--- src/logic/brltc_pkg.sv ---
// Shared types and constants of the branch, loop and trap control block
package brltc_pkg;

    // Register port geometry and request pointer and displacement widths
    localparam int REG_ADDR_W = 8;
    localparam int REG_DATA_W = 32;
    localparam int IP_W = 64;
    localparam int DISP_W = 32;

    // Register offsets (byte addresses)
    localparam logic [7:0] REG_CTRL = 8'h00;
    localparam logic [7:0] REG_STATUS = 8'h04;
    localparam logic [7:0] REG_TAKEN_CNT = 8'h08;
    localparam logic [7:0] REG_EXC_CNT = 8'h0C;
    localparam logic [7:0] REG_LOOP_CNT = 8'h10;
    localparam logic [7:0] REG_LAST_IP_LO = 8'h14;
    localparam logic [7:0] REG_LAST_IP_HI = 8'h18;

    // Control register fields
    localparam int CTRL_MODE_LSB = 0;
    localparam int CTRL_MODE_W = 2;
    localparam logic [1:0] CTRL_MODE_RESET = 2'h0;

    // Status register fields
    localparam int ST_TAKEN_BIT = 0;
    localparam int ST_EXC_BIT = 1;
    localparam int ST_POP_SS_BIT = 2;
    localparam int ST_SIZE64_BIT = 3;
    localparam int ST_VEC_LSB = 8;
    localparam int ST_POP_BYTES_LSB = 16;

    // Exception vectors; default values are arbitrary and may be re-assigned
    localparam logic [7:0] VEC_OVERFLOW = 8'h04;
    localparam logic [7:0] VEC_RANGE = 8'h05;
    localparam logic [7:0] VEC_UNSUPPORTED = 8'h06;

    // Stack item sizes in bytes
    localparam logic [3:0] ITEM_BYTES_16 = 4'h2;
    localparam logic [3:0] ITEM_BYTES_32 = 4'h4;
    localparam logic [3:0] ITEM_BYTES_64 = 4'h8;

    localparam logic [31:0] CNT_ONE = 32'h00000001;

    typedef enum logic [3:0] {
        OP_JCC, OP_JUMP_CNT16_ZERO, OP_JUMP_CNT32_ZERO, OP_LOOP, OP_LOOP_WHILE_EQ,
        OP_LOOP_WHILE_NE, OP_INT_N, OP_INT_OVF, OP_BOUND, OP_INTERRUPT_RETURN
    } brltc_op_t;

    typedef enum logic [3:0] {
        CC_O, CC_NO, CC_B, CC_AE, CC_E, CC_NE, CC_BE, CC_A,
        CC_S, CC_NS, CC_P, CC_NP, CC_L, CC_GE, CC_LE, CC_G
    } brltc_cond_t;

    typedef enum logic [1:0] {MODE_LEGACY, MODE_COMPAT, MODE_LONG64} brltc_mode_t;

    typedef enum logic [1:0] {ASZ_16, ASZ_32, ASZ_64} brltc_asz_t;

endpackage

--- src/logic/brltc_eval_if.sv ---
// Carrier between the control core and its condition and count evaluators
`timescale 1ns/100ps
`default_nettype none
interface brltc_eval_if;
    import brltc_pkg::*;
    logic carry_flag;
    logic zero_flag;
    logic overflow_flag;
    logic parity_flag;
    logic sign_flag;
    brltc_cond_t cond;
    logic cond_true;
    logic [63:0] count_in;
    brltc_asz_t asz;
    logic cnt_zero;
    logic [63:0] cnt_dec;
    logic dec_nonzero;

    modport core (output carry_flag, zero_flag, overflow_flag, parity_flag, sign_flag, cond, count_in, asz,
                  input cond_true, cnt_zero, cnt_dec, dec_nonzero);
    modport cond_side (input carry_flag, zero_flag, overflow_flag, parity_flag, sign_flag, cond,
                       output cond_true);
    modport cnt_side (input count_in, asz, output cnt_zero, cnt_dec, dec_nonzero);
endinterface
`default_nettype wire

--- src/logic/brltc_top.sv ---
// Branch, loop and software trap resolution for the core
`timescale 1ns/100ps
`default_nettype none
module brltc_top (
    // Clock and reset
    input wire logic clk,
    input wire logic rst_n,
    // Register port
    input wire logic [brltc_pkg::REG_ADDR_W-1:0] reg_addr,
    input wire logic [brltc_pkg::REG_DATA_W-1:0] reg_wdata,
    input wire logic reg_wr,
    input wire logic reg_rd,
    output logic [brltc_pkg::REG_DATA_W-1:0] reg_rdata,
    // Instruction request
    input wire logic req_valid,
    input wire brltc_pkg::brltc_op_t req_op,
    input wire brltc_pkg::brltc_cond_t req_cond,
    input wire logic [brltc_pkg::IP_W-1:0] req_ip,
    input wire logic [3:0] req_len,
    input wire logic [brltc_pkg::DISP_W-1:0] req_disp,
    input wire logic [7:0] req_vector,
    input wire logic req_opsize16,
    input wire logic req_addr16,
    input wire logic req_addr_ovr32,
    // Architectural state seen by the request
    input wire logic carry_flag,
    input wire logic zero_flag,
    input wire logic overflow_flag,
    input wire logic parity_flag,
    input wire logic sign_flag,
    input wire logic [31:0] flags_reg,
    input wire logic [63:0] count_reg64,
    input wire logic [31:0] bound_value,
    input wire logic [31:0] bound_lower,
    input wire logic [31:0] bound_upper,
    input wire logic [brltc_pkg::IP_W-1:0] stack_ip,
    input wire logic [31:0] stack_flags,
    input wire logic [1:0] current_priv_level,
    input wire logic [1:0] return_priv_level,
    // Resolution result
    output logic res_valid,
    output logic res_taken,
    output logic [brltc_pkg::IP_W-1:0] res_next_ip,
    output logic res_count_we,
    output logic [63:0] res_count,
    output logic res_exc,
    output logic [7:0] res_exc_vector,
    output logic res_push_flags,
    output logic [31:0] res_push_flags_val,
    output logic [brltc_pkg::IP_W-1:0] res_push_ip,
    output logic res_restore_flags,
    output logic [31:0] res_flags,
    output logic [3:0] res_pop_bytes,
    output logic res_pop_stack_seg_and_ptr,
    output logic res_size64
);
    import brltc_pkg::*;

    brltc_eval_if ev ();

    brltc_cond_eval u_cond (
        .ev(ev)
    );

    brltc_count_unit u_count (
        .ev(ev)
    );

    // Software-held state
    logic [CTRL_MODE_W-1:0] ctrl_mode;
    brltc_mode_t mode;
    logic long64;
    logic [31:0] taken_cnt;
    logic [31:0] exc_cnt;
    logic [31:0] loop_cnt;

    // Combinational resolution
    logic [63:0] fall_ip;
    logic [63:0] target_ip;
    logic [63:0] disp_sext;
    logic bound_fail;
    brltc_asz_t loop_asz;
    logic next_taken;
    logic [63:0] next_ip;
    logic next_count_we;
    logic next_exc;
    logic [7:0] next_vector;
    logic next_restore;
    logic [3:0] next_pop_bytes;
    logic next_pop_ss;
    logic next_size64;
    logic is_loop;

    // Illegal mode code behaves as legacy so a bad write cannot wedge the block
    always_comb begin
        unique case (ctrl_mode)
            2'h1: mode = MODE_COMPAT;
            2'h2: mode = MODE_LONG64;
            default: mode = MODE_LEGACY;
        endcase
    end
    assign long64 = (mode == MODE_LONG64);

    // Pointer width follows operand size; full width in 64-bit mode
    function automatic logic [63:0] trunc_ip(input logic [63:0] ip, input logic l64, input logic os16);
        logic [63:0] r;
        r = ip;
        if (l64) begin
            r = ip;
        end else if (os16) begin
            r = {48'h000000000000, ip[15:0]};
        end else begin
            r = {32'h00000000, ip[31:0]};
        end
        return r;
    endfunction

    // Displacement is never wider than 32 bits, even in 64-bit mode
    assign disp_sext = {{32{req_disp[DISP_W-1]}}, req_disp};
    assign fall_ip = req_ip + {60'h000000000000000, req_len};
    assign target_ip = fall_ip + disp_sext;

    // Address size is a separate attribute, defaulting to 64 in 64-bit mode
    always_comb begin
        if (long64) begin
            loop_asz = req_addr_ovr32 ? ASZ_32 : ASZ_64;
        end else begin
            loop_asz = req_addr16 ? ASZ_16 : ASZ_32;
        end
    end

    assign ev.carry_flag = carry_flag;
    assign ev.zero_flag = zero_flag;
    assign ev.overflow_flag = overflow_flag;
    assign ev.parity_flag = parity_flag;
    assign ev.sign_flag = sign_flag;
    assign ev.cond = req_cond;
    assign ev.count_in = count_reg64;

    always_comb begin
        unique case (req_op)
            OP_JUMP_CNT16_ZERO: ev.asz = ASZ_16;
            OP_JUMP_CNT32_ZERO: ev.asz = (loop_asz == ASZ_16) ? ASZ_32 : loop_asz;
            default: ev.asz = loop_asz;
        endcase
    end

    assign bound_fail = ($signed(bound_value) < $signed(bound_lower))
                        || ($signed(bound_value) > $signed(bound_upper));

    assign is_loop = (req_op == OP_LOOP) || (req_op == OP_LOOP_WHILE_EQ) || (req_op == OP_LOOP_WHILE_NE);

    always_comb begin
        next_taken = 1'b0;
        next_ip = trunc_ip(fall_ip, long64, req_opsize16);
        next_count_we = 1'b0;
        next_exc = 1'b0;
        next_vector = 8'h00;
        next_restore = 1'b0;
        next_pop_bytes = 4'h0;
        next_pop_ss = 1'b0;
        next_size64 = long64;
        unique case (req_op)
            OP_JCC: begin
                next_taken = ev.cond_true;
            end
            OP_JUMP_CNT16_ZERO, OP_JUMP_CNT32_ZERO: begin
                next_taken = ev.cnt_zero;
            end
            OP_LOOP: begin
                next_count_we = 1'b1;
                next_taken = ev.dec_nonzero;
            end
            OP_LOOP_WHILE_EQ: begin
                next_count_we = 1'b1;
                next_taken = ev.dec_nonzero && zero_flag;
            end
            OP_LOOP_WHILE_NE: begin
                next_count_we = 1'b1;
                next_taken = ev.dec_nonzero && !zero_flag;
            end
            OP_INT_N: begin
                next_exc = 1'b1;
                next_vector = req_vector;
            end
            OP_INT_OVF: begin
                next_exc = overflow_flag;
                next_vector = VEC_OVERFLOW;
            end
            OP_BOUND: begin
                if (long64) begin
                    next_exc = 1'b1;
                    next_vector = VEC_UNSUPPORTED;
                end else begin
                    next_exc = bound_fail;
                    next_vector = VEC_RANGE;
                end
            end
            OP_INTERRUPT_RETURN: begin
                next_taken = 1'b1;
                next_restore = 1'b1;
                next_ip = trunc_ip(stack_ip, long64, req_opsize16);
                if (long64) begin
                    next_pop_bytes = ITEM_BYTES_64;
                    next_pop_ss = 1'b1;
                end else begin
                    next_pop_bytes = req_opsize16 ? ITEM_BYTES_16 : ITEM_BYTES_32;
                    next_pop_ss = (return_priv_level != current_priv_level);
                end
            end
            default: begin
                next_taken = 1'b0;
            end
        endcase
        if (next_taken && (req_op != OP_INTERRUPT_RETURN)) begin
            next_ip = trunc_ip(target_ip, long64, req_opsize16);
        end
    end

    // Result stage: one cycle after the request
    always_ff @(posedge clk or negedge rst_n) begin
        if (!rst_n) begin
            res_valid <= 1'b0;
            res_taken <= 1'b0;
            res_next_ip <= 64'h0000000000000000;
            res_count_we <= 1'b0;
            res_count <= 64'h0000000000000000;
            res_exc <= 1'b0;
            res_exc_vector <= 8'h00;
            res_restore_flags <= 1'b0;
            res_flags <= 32'h00000000;
            res_pop_bytes <= 4'h0;
            res_pop_stack_seg_and_ptr <= 1'b0;
            res_size64 <= 1'b0;
        end else begin
            res_valid <= req_valid;
            res_taken <= req_valid && next_taken;
            res_count_we <= req_valid && next_count_we;
            res_exc <= req_valid && next_exc;
            res_restore_flags <= req_valid && next_restore;
            res_pop_stack_seg_and_ptr <= req_valid && next_pop_ss;
            if (req_valid) begin
                res_next_ip <= next_ip;
                res_count <= next_count_we ? ev.cnt_dec : count_reg64;
                res_exc_vector <= next_vector;
                res_flags <= stack_flags;
                res_pop_bytes <= next_pop_bytes;
                res_size64 <= next_size64;
            end
        end
    end

    // Frame pushed on a raised interrupt: flags beside the return pointer
    always_ff @(posedge clk or negedge rst_n) begin
        if (!rst_n) begin
            res_push_flags <= 1'b0;
            res_push_flags_val <= 32'h00000000;
            res_push_ip <= 64'h0000000000000000;
        end else begin
            res_push_flags <= req_valid && next_exc;
            if (req_valid && next_exc) begin
                res_push_flags_val <= flags_reg;
                res_push_ip <= trunc_ip(fall_ip, long64, req_opsize16);
            end
        end
    end

    // Mode control
    always_ff @(posedge clk or negedge rst_n) begin
        if (!rst_n) begin
            ctrl_mode <= CTRL_MODE_RESET;
        end else if (reg_wr && (reg_addr == REG_CTRL)) begin
            ctrl_mode <= reg_wdata[CTRL_MODE_LSB +: CTRL_MODE_W];
        end
    end

    // Event counters: a write clears, but a same-cycle event still counts
    always_ff @(posedge clk or negedge rst_n) begin
        if (!rst_n) begin
            taken_cnt <= 32'h00000000;
        end else if (reg_wr && (reg_addr == REG_TAKEN_CNT)) begin
            taken_cnt <= {31'h00000000, res_taken};
        end else if (res_taken) begin
            taken_cnt <= taken_cnt + CNT_ONE;
        end
    end

    always_ff @(posedge clk or negedge rst_n) begin
        if (!rst_n) begin
            exc_cnt <= 32'h00000000;
        end else if (reg_wr && (reg_addr == REG_EXC_CNT)) begin
            exc_cnt <= {31'h00000000, res_exc};
        end else if (res_exc) begin
            exc_cnt <= exc_cnt + CNT_ONE;
        end
    end

    // Counts loop iterations that branched back
    logic loop_hit;
    always_ff @(posedge clk or negedge rst_n) begin
        if (!rst_n) begin
            loop_hit <= 1'b0;
        end else begin
            loop_hit <= req_valid && is_loop && next_taken;
        end
    end

    always_ff @(posedge clk or negedge rst_n) begin
        if (!rst_n) begin
            loop_cnt <= 32'h00000000;
        end else if (reg_wr && (reg_addr == REG_LOOP_CNT)) begin
            loop_cnt <= {31'h00000000, loop_hit};
        end else if (loop_hit) begin
            loop_cnt <= loop_cnt + CNT_ONE;
        end
    end

    // Read data in the cycle after the strobe; unmapped offsets read zero
    always_ff @(posedge clk or negedge rst_n) begin
        if (!rst_n) begin
            reg_rdata <= 32'h00000000;
        end else if (reg_rd) begin
            unique case (reg_addr)
                REG_CTRL: reg_rdata <= {30'h00000000, ctrl_mode};
                REG_STATUS: begin
                    reg_rdata <= 32'h00000000;
                    reg_rdata[ST_TAKEN_BIT] <= res_taken;
                    reg_rdata[ST_EXC_BIT] <= res_exc;
                    reg_rdata[ST_POP_SS_BIT] <= res_pop_stack_seg_and_ptr;
                    reg_rdata[ST_SIZE64_BIT] <= res_size64;
                    reg_rdata[ST_VEC_LSB +: 8] <= res_exc_vector;
                    reg_rdata[ST_POP_BYTES_LSB +: 4] <= res_pop_bytes;
                end
                REG_TAKEN_CNT: reg_rdata <= taken_cnt;
                REG_EXC_CNT: reg_rdata <= exc_cnt;
                REG_LOOP_CNT: reg_rdata <= loop_cnt;
                REG_LAST_IP_LO: reg_rdata <= res_next_ip[31:0];
                REG_LAST_IP_HI: reg_rdata <= res_next_ip[63:32];
                default: reg_rdata <= 32'h00000000;
            endcase
        end else begin
            reg_rdata <= 32'h00000000;
        end
    end

endmodule
`default_nettype wire

--- src/logic/brltc_cond_eval.sv ---
// Flag condition evaluator for conditional jumps
`timescale 1ns/100ps
`default_nettype none
module brltc_cond_eval (
    // Flags and condition in, verdict out
    brltc_eval_if.cond_side ev
);
    import brltc_pkg::*;
    logic less;
    logic below_eq;

    // Unsigned compares use carry and zero, signed ones sign xor overflow
    assign less = ev.sign_flag ^ ev.overflow_flag;
    assign below_eq = ev.carry_flag | ev.zero_flag;

    always_comb begin
        unique case (ev.cond)
            CC_O: ev.cond_true = ev.overflow_flag;
            CC_NO: ev.cond_true = !ev.overflow_flag;
            CC_B: ev.cond_true = ev.carry_flag;
            CC_AE: ev.cond_true = !ev.carry_flag;
            CC_E: ev.cond_true = ev.zero_flag;
            CC_NE: ev.cond_true = !ev.zero_flag;
            CC_BE: ev.cond_true = below_eq;
            CC_A: ev.cond_true = !below_eq;
            CC_S: ev.cond_true = ev.sign_flag;
            CC_NS: ev.cond_true = !ev.sign_flag;
            CC_P: ev.cond_true = ev.parity_flag;
            CC_NP: ev.cond_true = !ev.parity_flag;
            CC_L: ev.cond_true = less;
            CC_GE: ev.cond_true = !less;
            CC_LE: ev.cond_true = less | ev.zero_flag;
            CC_G: ev.cond_true = !(less | ev.zero_flag);
        endcase
    end
endmodule
`default_nettype wire

--- src/logic/brltc_count_unit.sv ---
// Count register test and decrement at the selected address size
`timescale 1ns/100ps
`default_nettype none
module brltc_count_unit (
    // Count and size in, tests and decremented count out
    brltc_eval_if.cnt_side ev
);
    import brltc_pkg::*;
    logic [15:0] dec16;
    logic [31:0] dec32;
    logic [63:0] dec64;

    // Zero wraps to all ones, so a loop entered at zero runs the full range
    assign dec16 = ev.count_in[15:0] - CNT_ONE[15:0];
    assign dec32 = ev.count_in[31:0] - CNT_ONE;
    assign dec64 = ev.count_in - {32'h00000000, CNT_ONE};

    always_comb begin
        unique case (ev.asz)
            ASZ_16: begin
                ev.cnt_zero = (ev.count_in[15:0] == 16'h0000);
                ev.cnt_dec = {ev.count_in[63:16], dec16};
                ev.dec_nonzero = (dec16 != 16'h0000);
            end
            ASZ_32: begin
                ev.cnt_zero = (ev.count_in[31:0] == 32'h00000000);
                ev.cnt_dec = {ev.count_in[63:32], dec32};
                ev.dec_nonzero = (dec32 != 32'h00000000);
            end
            default: begin
                ev.cnt_zero = (ev.count_in == 64'h0000000000000000);
                ev.cnt_dec = dec64;
                ev.dec_nonzero = (dec64 != 64'h0000000000000000);
            end
        endcase
    end
endmodule
`default_nettype wire

--- config.mk ---
export PLATFORM = sky130hd
export DESIGN_NAME = brltc_top
export DESIGN_NICKNAME = d
export VERILOG_FILES = /design/src/logic/brltc_pkg.sv /design/src/logic/brltc_eval_if.sv /design/src/logic/brltc_top.sv /design/src/logic/brltc_cond_eval.sv /design/src/logic/brltc_count_unit.sv
export SDC_FILE = /design/constraint.sdc
export NUM_CORES = 1
export LEC_CHECK = 0
export ABC_AREA = 1
export BUFFER_PORTS_ARGS = -buffer_cell sky130_fd_sc_hd__buf_2
export CAP_MARGIN = 20
export CORE_AREA = 2 2 297 299
export CTS_CLUSTER_DIAMETER = 50
export DETAILED_ROUTE_END_ITERATION = 10
export DIE_AREA = 0 0 299 301
export SYNTH_ARGS = -nofsm -noshare
export SYNTH_HDL_FRONTEND = slang
export SYNTH_SLANG_ARGS = --single-unit
--- constraint.sdc ---
create_clock -name clk -period 2.6 [get_ports clk]
set_input_delay 0.13 -clock clk [delete_from_list [all_inputs] [get_ports clk]]
set_output_delay 0.13 -clock clk [all_outputs]
set_load 0.03 [all_outputs]
# Word level (Yosys, flattened, before mapping)
# Cells that the tools add are included.
# op_classes
addsub	8
mul	0
n_div	0
order_cmp	2
n_eq_ne	36
n_shift	0
muxes	39
bitwise_logic	3
n_reduce_logical	41
# ops
operator	count
$mux W64	6
$mux W32	10
$pmux W32 S7	1
$pmux W64 S2	1
$add A32 B1 Y32 const B	3
$add A64 B4 Y64	1
$add A64 B64 Y64	1
$logic_not A64 Y1	1
$reduce_bool A64 Y1	1
$sub A64 B1 Y64 const B	1
$eq A4 B4 Y1 const B	10
$eq A4 B3 Y1 const B	8
$gt A32 B32 Y1	1
$logic_not A32 Y1	1
$lt A32 B32 Y1	1
$reduce_bool A32 Y1	1
$sub A32 B1 Y32 const B	1
$eq A8 B5 Y1 const B	3
$pmux W8 S3	1
$eq A4 B2 Y1 const B	4
$eq A8 B4 Y1 const B	2
$logic_not A16 Y1	1
$pmux W1 S16	1
$reduce_bool A16 Y1	1
other kinds (26)	67
# totals
reg_bits	406
latchBits	0
ram_bits	0
mem_bits_ro	0
input_bits	461
output_inout_bits	308
n_memories	0

# Longest topological paths before layout
# Gate-level depths: netlist of run 1.
# depth
ltp_word	13
mapped_depth	31
depth_no_buf	31

# Modules after synthesis
# From an unflattened synthesis of run 1, not the netlist that was laid out.
# unflattened
cells_unflattened	4894
area_unflattened_um2	31582.8
# modules_own_cells
module	n_inst	cells_each	area_each_um2	seq_area_each_um2
brltc_top	1	4222	28417.3	10134.7
brltc_count_unit	1	622	2932.8	0.0
brltc_cond_eval	1	50	232.7	0.0

# Worst setup path after synthesis of run 1
# No wires, ideal clock.
# synth_path
kind	input-to-reg
start	input port req_ip[0] (netlist bit)
end	register res_next_ip[51] (netlist bit)
arrival_ps	3776
setup_slack_ps	-1242
path_stages	26
path_buffers	0
cell_sequence	ha_1 -> inv_1 -> fa_1 -> inv_1 -> nand3_1 -> nand2_1 -> nand2_1 -> nor2_1 -> nand3_1 -> nor4_1 -> nand3_1 -> xor2_1 -> ha_1 -> nand2_1 -> nor2_1 -> inv_1 -> nor4_1 -> o21ai_0 -> nand3_1 -> a21oi_1 -> xor2_1 -> nor2_1 -> nand3_2 -> nand2_1 -> nand2_1 -> nand2_1
# synth_between
elab_chain_len	4
# synth_lines
element	line_no	source
from (decl)	brltc_top.sv:18	input wire logic [brltc_pkg::IP_W-1:0] req_ip,
$add A64 B4 Y64 *	brltc_top.sv:120	assign fall_ip = req_ip + {60'h000000000000000, req_len};
$add A64 B64 Y64 / $mux W64 (equally long branches)	brltc_top.sv:121, brltc_top.sv:108	
$mux W64, on equally long branches	brltc_top.sv:108, brltc_top.sv:163	
$mux W64 *	brltc_top.sv:215	if (next_taken && (req_op != OP_INTERRUPT_RETURN)) begin
to (signal assigned)	brltc_top.sv:243	res_next_ip <= next_ip;
to (decl)	brltc_top.sv:43	output logic [brltc_pkg::IP_W-1:0] res_next_ip,
# Mark *: on every way between the ends. The rest lies on a longest branch, timed or not.
# A chain may end at the register's enable or synchronous reset.

# Worst setup path in the final report of run 1
# layout_path
start	input port req_ip[0] (netlist bit)
end	register res_next_ip[54] (netlist bit)
# The elaborated chain is that of the path after synthesis.

==> run_summary.xml, run 1 <==
<?xml version="1.0" encoding="UTF-8"?>
<metrics>
  <group name="critical_path">
    <metric name="crit-reg2reg-capture" unit="">res_next_ip[33]</metric>
    <metric name="critPathMaxFanout" unit="">4</metric>
    <metric name="critical_path.max_stage_delay" unit="ps">360</metric>
    <metric name="slowest_stage" unit="">sky130_fd_sc_hd__fa_2</metric>
    <metric name="cp_data_required_time" unit="ps">3120</metric>
    <metric name="cell_depth_of_the_worst_flop_to_flop_path" unit="">22</metric>
    <metric name="crit_end_category" unit="">flop</metric>
    <metric name="cp-start-kind" unit="">input pin</metric>
    <metric name="start_of_the_worst_register_to_register_path" unit="">ctrl_mode[1]</metric>
    <metric name="type_of_the_setup_path_with_the_least_slack" unit="">in -&gt; reg</metric>
    <metric name="worst-r2r-setup-slack" unit="ps">-50</metric>
    <metric name="worstPathArrival" unit="ps">3910</metric>
  </group>
  <group name="floorplan">
    <metric name="die_x" unit="um">299</metric>
    <metric name="dieArea" unit="um2">90000</metric>
    <metric name="floorplan.initialDensity" unit="%">35.3</metric>
    <metric name="die_y" unit="um">301</metric>
    <metric name="core_footprint" unit="um2">86500</metric>
    <metric name="row_count" unit="">108</metric>
    <metric name="io_pins" unit="">769</metric>
  </group>
  <group name="logic_synthesis">
    <metric name="yosys.cell_types.count" unit="">61</metric>
    <metric name="yosys_warnings" unit="">0</metric>
    <metric name="synthesis.instances" unit="">4625</metric>
    <metric name="synth-seq-cells" unit="">405</metric>
    <metric name="asyncSetResetFlopFracSynth" unit="%">100</metric>
    <metric name="synthesized_cell_area" unit="um2">30500</metric>
    <metric name="synthesis.area_per_instance" unit="um2">6.60</metric>
    <metric name="ys.flop_type" unit="">sky130_fd_sc_hd__dfrtp_1</metric>
    <metric name="synth_seq_area_share" unit="%">33.2</metric>
    <metric name="synthesized_net_count" unit="">5223</metric>
    <metric name="synth-edff-count" unit="">0</metric>
  </group>
  <group name="power">
    <metric name="internal_power" unit="mW">17.8</metric>
    <metric name="power.total" unit="mW">28.9</metric>
    <metric name="power.net_switching" unit="mW">11.1</metric>
    <metric name="seqPwrFrac" unit="%">28.2</metric>
    <metric name="clock_network_fraction_of_design_power" unit="%">36.8</metric>
    <metric name="power.density" unit="nW/um2">552</metric>
    <metric name="leakage" unit="nW">26.1</metric>
    <metric name="p_comb_share" unit="%">35.0</metric>
    <metric name="power.share.switching" unit="%">38.4</metric>
    <metric name="vdd_ir_drop_max" unit="uV">494</metric>
  </group>
  <group name="routing">
    <metric name="routed-via-count" unit="">40400</metric>
    <metric name="drt-wirelength-per-cell" unit="um">21.5</metric>
    <metric name="drc" unit="">0</metric>
    <metric name="drt_pass1_iterations" unit="">6</metric>
    <metric name="antenna_left" unit="">0</metric>
    <metric name="initialDrtViolationCount" unit="">3454</metric>
    <metric name="routed_via_density" unit="">5.19</metric>
    <metric name="detail_route.wirelength" unit="um">167000</metric>
  </group>
  <group name="sta">
    <metric name="worst_clock_skew" unit="ps">28.3</metric>
    <metric name="post_layout_worst_setup_margin" unit="ps">-788</metric>
    <metric name="max-slew-margin-rel" unit="%">52.0</metric>
    <metric name="fmaxAchievable" unit="GHz">0.295</metric>
    <metric name="hold-worst-slack" unit="ps">21.7</metric>
    <metric name="report.final.hold_viol_count" unit="">0</metric>
    <metric name="setup-violations-final" unit="">51</metric>
    <metric name="timing_worst_slew_pin_value" unit="ps">719</metric>
    <metric name="grt_setup_unrepaired" unit="">yes</metric>
    <metric name="final_period_minus_worst_setup_slack" unit="ps">3390</metric>
    <metric name="slew_viol_final" unit="">0</metric>
    <metric name="final_min_period_over_clock_period" unit="%">130</metric>
  </group>
  <group name="grt">
    <metric name="gr-usage-all-layers" unit="%">35.9</metric>
    <metric name="antenna_violations_before_repair" unit="">24</metric>
    <metric name="number_of_global_route_vias_before_repair" unit="">40100</metric>
    <metric name="grt_overflow_total" unit="">0</metric>
    <metric name="grt_max_degree" unit="">81</metric>
    <metric name="grt_first_pass_wirelength" unit="um">245000</metric>
  </group>
  <group name="clocking">
    <metric name="cts.path.max_buffers" unit="">3</metric>
    <metric name="cts_made_buffers" unit="">75</metric>
    <metric name="cts_root_buffer" unit="">sky130_fd_sc_hd__clkbuf_16</metric>
    <metric name="worst_skew_pair.late_latency" unit="ps">640</metric>
    <metric name="htree_num_levels" unit="">3</metric>
    <metric name="cts.sink_count" unit="">405</metric>
    <metric name="cts.clk_slew.worst_paths" unit="ps">50</metric>
    <metric name="clock_tree_from_tritoncts" unit="">done</metric>
  </group>
  <group name="status">
    <metric name="status" unit="">complete, but fails checks</metric>
    <metric name="failed_checks" unit="">negative setup slack</metric>
  </group>
  <group name="placement">
    <metric name="place_ws" unit="ps">-1880</metric>
    <metric name="io_buffer_count" unit="">737</metric>
    <metric name="globalplace.congestion" unit="">1.03</metric>
    <metric name="placed_standard_cell_area" unit="um2">43100</metric>
    <metric name="place_hpwl" unit="um">131000</metric>
  </group>
  <group name="finish">
    <metric name="finalInstanceArea" unit="um2">52400</metric>
    <metric name="layout.filler_cells" unit="">8069</metric>
    <metric name="flow.area_growth_from_synthesis" unit="%">71.5</metric>
    <metric name="finalCoreUtilization" unit="%">60.6</metric>
    <metric name="post_route_cells_drive_above_1_share" unit="%">40.3</metric>
    <metric name="layout_common_cells" unit="">sky130_fd_sc_hd__nand2_1, sky130_fd_sc_hd__buf_4, sky130_fd_sc_hd__buf_2, sky130_fd_sc_hd__inv_1, sky130_fd_sc_hd__nor2_1</metric>
    <metric name="layout_commonest_cell" unit="">sky130_fd_sc_hd__nand2_1</metric>
    <metric name="finalNetCount" unit="">7151</metric>
  </group>
  <group name="flow_run">
    <metric name="timing.max_cap.violations" unit="">0</metric>
  </group>
  <group name="min_path">
    <metric name="hp-class" unit="">in -&gt; reg</metric>
    <metric name="min_path_cells" unit="">6</metric>
    <metric name="hold_start" unit="">req_disp[1]</metric>
    <metric name="hold_path_end" unit="">res_next_ip[1]</metric>
  </group>
</metrics>
[per-stage QoR]
stage,instances,TNS [ps]
floorplan,4625,-26690
global placement,7331,-106990
detailed placement,7331,-108590
CTS,7730,-33930
global route,7782,-35820
finish,7783,-27060
[power groups by stage]
stage	Combinational (mW)	Clock (mW)	Sequential (mW)
floorplan	3.02	0	9.19
global placement	8.52	0	8.17
detailed placement	8.57	0	8.17
CTS	9.59	10.8	8.09
global route	10.8	11.1	8.21
finish	10.1	10.6	8.16
[Yosys cell counts (16+ instances only)]
library cell               instances  area, um2
sky130_fd_sc_hd__o21ai_0         346       1730
sky130_fd_sc_hd__clkbuf_1        116        435
sky130_fd_sc_hd__ha_1            135       1690
sky130_fd_sc_hd__nand3_2          40        400
sky130_fd_sc_hd__dfrtp_1         405      10100
sky130_fd_sc_hd__nor3_1           98        490
sky130_fd_sc_hd__a221oi_1         21        184
sky130_fd_sc_hd__nor2_1          547       2050
sky130_fd_sc_hd__nor4_1           46        288
sky130_fd_sc_hd__o211ai_1         22        165
sky130_fd_sc_hd__nand4_1          64        400
sky130_fd_sc_hd__a31oi_1          29        181
sky130_fd_sc_hd__xor2_1           81        709
sky130_fd_sc_hd__inv_1           539       2020
sky130_fd_sc_hd__a21oi_1         278       1390
sky130_fd_sc_hd__nand3b_1         16        120
sky130_fd_sc_hd__nand2_1        1376       5160
sky130_fd_sc_hd__xnor2_1          43        377
sky130_fd_sc_hd__o21a_1           24        180
sky130_fd_sc_hd__nand3_1         223       1120
sky130_fd_sc_hd__o22ai_1          19        119
[area by class of cell]
class / count / area, um2 / share of cell area [%]
clock buffers: 83 / 1990 / 3.80
inverters: 545 / 2060 / 3.94
well taps: 1155 / 1450 / 2.76
clock inverters: 54 / 737 / 1.41
diodes: 15 / 37.5 / 0.0717
repair buffers: 1998 / 14500 / 27.7
multi-input cells: 3528 / 21500 / 41.0
flip-flops and latches: 405 / 10100 / 19.4
[state kept, by name, summed over array words and instances, names as in the netlist]
| register | cells |
|---|---|
| res_push_flags_val | 32 |
| res_exc_vector | 8 |
| exc_cnt | 32 |
| res_push_ip | 64 |
| res_next_ip | 64 |
| res_pop_bytes | 3 |
| res_push_flags | 1 |
| reg_rdata | 32 |
| taken_cnt | 32 |
| loop_cnt | 32 |
| res_count | 64 |
| res_count_we | 1 |
| res_valid | 1 |
| res_size64 | 1 |
| res_taken | 1 |
| res_restore_flags | 1 |
| loop_hit | 1 |
| res_flags | 32 |
| res_pop_stack_seg_and_ptr | 1 |
| ctrl_mode | 2 |
[worst max path at each step]
stage | from | end | cells past startpoint
floorplan | req_ip[0] | res_next_ip[51] | 26
global placement | req_ip[0] | res_next_ip[62] | 30
detailed placement | req_ip[0] | res_next_ip[62] | 30
CTS | req_ip[0] | res_next_ip[48] | 30
global route | req_ip[0] | res_next_ip[50] | 32
finish | req_ip[0] | res_next_ip[54] | 32
[metal layers]
metal	up-vias	share of wire [%]	global-route usage, %
met1	19200	41	46.3
met2	1768	45	57.0
met5	-	0.050	0
met3	465	8.1	7.31
met4	12	5.7	18.0
li1	19000	-	-
[critical path, delay by kind of cell]
family,cells,cell delay (ps)
xor gates and xnor gates,2,310
adders and majority gates,3,820
buffers and inverters,9,930
and+or+nand+nor,18,1730
[kinds of logic (layout without fill, tap and decap cells)]
logic type / count (synthesis) / count (layout) / synth area share, %
AND/OR/NAND/NOR: 2454 / 2454 / 34.0
AO/OA/AOI/OAI: 810 / 810 / 14.8
buffers and inverters: 692 / 2680 / 8.74
flip-flops: 405 / 405 / 33.2
adder cells (fa/ha/maj): 137 / 137 / 5.66
XOR/XNOR: 124 / 124 / 3.56
multiplexers: 2 / 2 / 0.0696
other: 1 / 16 / 0.0123
[what timing repair did]
action	CTS	global route
cloned	1	3
pin swaps	252	189
gates resized for setup	655	268
hold buffers	196	2
setup buffers	78	41
endpoints found under the hold margin	439	1
setup endpoints to repair	111	154
No activity file was read; power rests on OpenSTA's default activity.
==> inputs of run 2 (changes only) <==
--- a/config.mk
+++ b/config.mk
@@ -12,6 +12,8 @@
 export CTS_CLUSTER_DIAMETER = 50
 export DETAILED_ROUTE_END_ITERATION = 10
 export DIE_AREA = 0 0 299 301
+export PLACE_DENSITY_LB_ADDON = 0.15
+export REMOVE_ABC_BUFFERS = 1
 export SYNTH_ARGS = -nofsm -noshare
 export SYNTH_HDL_FRONTEND = slang
 export SYNTH_SLANG_ARGS = --single-unit
==> run 2 against run 1 <==
  * The run still ends with negative setup slack left
  * Wire length shrank 2.3%
  * Utilization decreased by 1.2 points
  * Flip-flop and latch count unchanged
  * Register-to-register slack worse by 90 ps
  * Final area is 1.9% lower
  * Critical path type unchanged
  * Largest power group is now combinational cells
==> run_summary.xml, run 2 (same netlist as run 1, synthesis figures left out) <==
<?xml version="1.0" encoding="UTF-8"?>
<metrics>
  <group name="status">
    <metric name="status" unit="">complete, but fails checks</metric>
    <metric name="failed_checks" unit="">negative setup slack</metric>
  </group>
  <group name="routing">
    <metric name="route.met2.wl" unit="um">74500</metric>
    <metric name="antenna_left" unit="">0</metric>
    <metric name="initialDrtViolationCount" unit="">3608</metric>
    <metric name="detail_route.wirelength" unit="um">164000</metric>
    <metric name="drc" unit="">0</metric>
    <metric name="drt-wirelength-per-cell" unit="um">21.2</metric>
    <metric name="drt_pass1_iterations" unit="">6</metric>
    <metric name="wl_met3" unit="um">13000</metric>
    <metric name="routedLengthMet1" unit="um">68600</metric>
    <metric name="routed-via-count" unit="">40000</metric>
    <metric name="routed.top_layer" unit="">met4</metric>
    <metric name="routed_via_density" unit="">5.19</metric>
  </group>
  <group name="sta">
    <metric name="timing_worst_slew_pin_value" unit="ps">732</metric>
    <metric name="setup-violations-final" unit="">54</metric>
    <metric name="max-slew-margin-rel" unit="%">51.1</metric>
    <metric name="slew_viol_final" unit="">0</metric>
    <metric name="worst_clock_skew" unit="ps">40.4</metric>
    <metric name="final_period_minus_worst_setup_slack" unit="ps">3390</metric>
    <metric name="final_min_period_over_clock_period" unit="%">130</metric>
    <metric name="fmaxAchievable" unit="GHz">0.295</metric>
    <metric name="hold-worst-slack" unit="ps">13.5</metric>
    <metric name="report.final.hold_viol_count" unit="">0</metric>
    <metric name="post_layout_worst_setup_margin" unit="ps">-787</metric>
    <metric name="grt_setup_unrepaired" unit="">yes</metric>
  </group>
  <group name="critical_path">
    <metric name="cp-start-kind" unit="">input pin</metric>
    <metric name="critPathMostFrequentCell" unit="">sky130_fd_sc_hd__buf_6</metric>
    <metric name="critical_path.max_stage_delay" unit="ps">340</metric>
    <metric name="slowest_stage" unit="">sky130_fd_sc_hd__fa_2</metric>
    <metric name="type_of_the_setup_path_with_the_least_slack" unit="">in -&gt; reg</metric>
    <metric name="cp_data_required_time" unit="ps">3190</metric>
    <metric name="critPathMaxFanout" unit="">4</metric>
    <metric name="worstPathArrival" unit="ps">3970</metric>
    <metric name="crit_end_category" unit="">flop</metric>
  </group>
  <group name="finish">
    <metric name="sequential_cell_area" unit="um2">10100</metric>
    <metric name="flow.area_growth_from_synthesis" unit="%">68.1</metric>
    <metric name="instances_no_fill" unit="">7709</metric>
    <metric name="layout_commonest_cell" unit="">sky130_fd_sc_hd__nand2_1</metric>
    <metric name="layout.filler_cells" unit="">8115</metric>
    <metric name="layout_common_cells" unit="">sky130_fd_sc_hd__nand2_1, sky130_fd_sc_hd__buf_4, sky130_fd_sc_hd__buf_2, sky130_fd_sc_hd__inv_1, sky130_fd_sc_hd__nor2_1</metric>
    <metric name="post_route_cells_drive_above_1_share" unit="%">39.4</metric>
    <metric name="combined_area_of_the_multi_input_logic_cells" unit="um2">21400</metric>
    <metric name="finalNetCount" unit="">7091</metric>
    <metric name="largest_registers" unit="">res_count: 64 flops, res_next_ip: 64 flops, res_push_ip: 64 flops</metric>
  </group>
  <group name="power">
    <metric name="power.density" unit="nW/um2">534</metric>
    <metric name="vdd_ir_drop_max" unit="uV">444</metric>
    <metric name="leakage" unit="nW">25.7</metric>
  </group>
  <group name="floorplan">
    <metric name="die_y" unit="um">301</metric>
    <metric name="die_x" unit="um">299</metric>
    <metric name="core_footprint" unit="um2">86500</metric>
    <metric name="row_count" unit="">108</metric>
    <metric name="io_pins" unit="">769</metric>
    <metric name="dieArea" unit="um2">90000</metric>
    <metric name="floorplan.initialDensity" unit="%">35.3</metric>
  </group>
  <group name="clocking">
    <metric name="cts.sink_count" unit="">405</metric>
    <metric name="cts_made_buffers" unit="">68</metric>
    <metric name="cts_root_buffer" unit="">sky130_fd_sc_hd__clkbuf_16</metric>
    <metric name="htree_num_levels" unit="">3</metric>
    <metric name="clock_tree_from_tritoncts" unit="">done</metric>
    <metric name="cts.clk_slew.worst_paths" unit="ps">50</metric>
    <metric name="worst_skew_pair.late_latency" unit="ps">660</metric>
    <metric name="cts.path.max_buffers" unit="">3</metric>
  </group>
  <group name="grt">
    <metric name="gr-usage-all-layers" unit="%">34.6</metric>
    <metric name="grt_overflow_total" unit="">0</metric>
    <metric name="number_of_global_route_vias_before_repair" unit="">38700</metric>
    <metric name="grt_max_degree" unit="">70</metric>
    <metric name="grt_first_pass_wirelength" unit="um">236000</metric>
    <metric name="antenna_violations_before_repair" unit="">15</metric>
  </group>
  <group name="placement">
    <metric name="post-place-cells" unit="">7262</metric>
    <metric name="io_buffer_count" unit="">737</metric>
    <metric name="globalplace.congestion" unit="">1.00</metric>
    <metric name="place_hpwl" unit="um">128000</metric>
    <metric name="place_ws" unit="ps">-2060</metric>
  </group>
  <group name="flow_run">
    <metric name="timing.max_cap.violations" unit="">0</metric>
  </group>
  <group name="min_path">
    <metric name="hp-class" unit="">in -&gt; reg</metric>
  </group>
</metrics>
## run 2: cell types whose count changed in the layout (fill, tap and decap cells not counted), sizes merged
cell | previous run | this run
dlygate4sd3 | 196 | 191
bufinv | 10 | 3
clkinvlp | 14 | 3
buf | 1798 | 1754
inv | 553 | 551
dlymetal6s2s | 1 | 0
clkbuf | 86 | 87
diode | 15 | 10
## run 2: report_power, final
| group | total, mW | internal [mW] | switching, mW |
|---|---|---|---|
| Sequential | 8.09 | 7.18 | 0.909 |
| Clock | 9.26 | 5.53 | 3.73 |
| Combinational | 10.1 | 3.94 | 6.13 |
## run 2: critical path, delay by kind of cell
kind / cells / cell delay, ps
xor+xnor: 2 / 230
simple gates: 17 / 1530
compound gates: 2 / 230
fa+ha+maj: 3 / 760
buf+inv: 11 / 1070
## run 2: final cells by class
type,count,share of cell area [%]
clock buffers,87,3.65
diodes,10,0.0487
flip-flops and latches,405,19.7
repair buffers,1945,27.2
inverters,545,4.03
well taps,1155,2.81
multi-input cells,3528,41.7
clock inverters,34,0.858
## run 2: metal layers
| layer | vias to the layer above | track usage (%) |
|---|---|---|
| met5 | - | 0 |
| met4 | 0 | 14.2 |
| met3 | 393 | 6.08 |
| met2 | 1775 | 55.2 |
| met1 | 19000 | 46.3 |
| li1 | 18900 | - |
## run 2: repair_timing
item                       CTS  global route
hold endpoints to repair   410             0
setup buffers               92            57
hold buffers               191             0
gates resized for setup    688           326
pin swaps                  280           202
setup endpoints to repair   67           134
## run 2: per-stage QoR
step | utilization (%) | power [mW] | area, um2 | setup TNS [ps]
after floorplan | - | 12.0 | 29900 | -764980
after global placement | 48.7 | 16.4 | 42100 | -106290
after detailed placement | 48.7 | 16.4 | 42100 | -110130
after CTS | 57.4 | 26.8 | 49600 | -24610
after global routing | 59.4 | 28.6 | 51400 | -42820
final | 59.4 | 27.4 | 51400 | -30920
## run 2: path summary, 6_finish.rpt
check                           startpoint                 to  slack [ps]  cells after the start
setup reg to reg              ctrl_mode[1]    res_next_ip[33]        -140                     21
min in group asynchronous            rst_n  res_restore_flags         110                      2
hold reg to reg              res_flags[31]      res_flags[31]         470                      2
max in group asynchronous            rst_n    res_push_ip[49]        1620                      3
setup / recovery                 req_ip[0]    res_next_ip[33]        -790                     35
hold / removal             count_reg64[61]      res_count[61]          10                      4
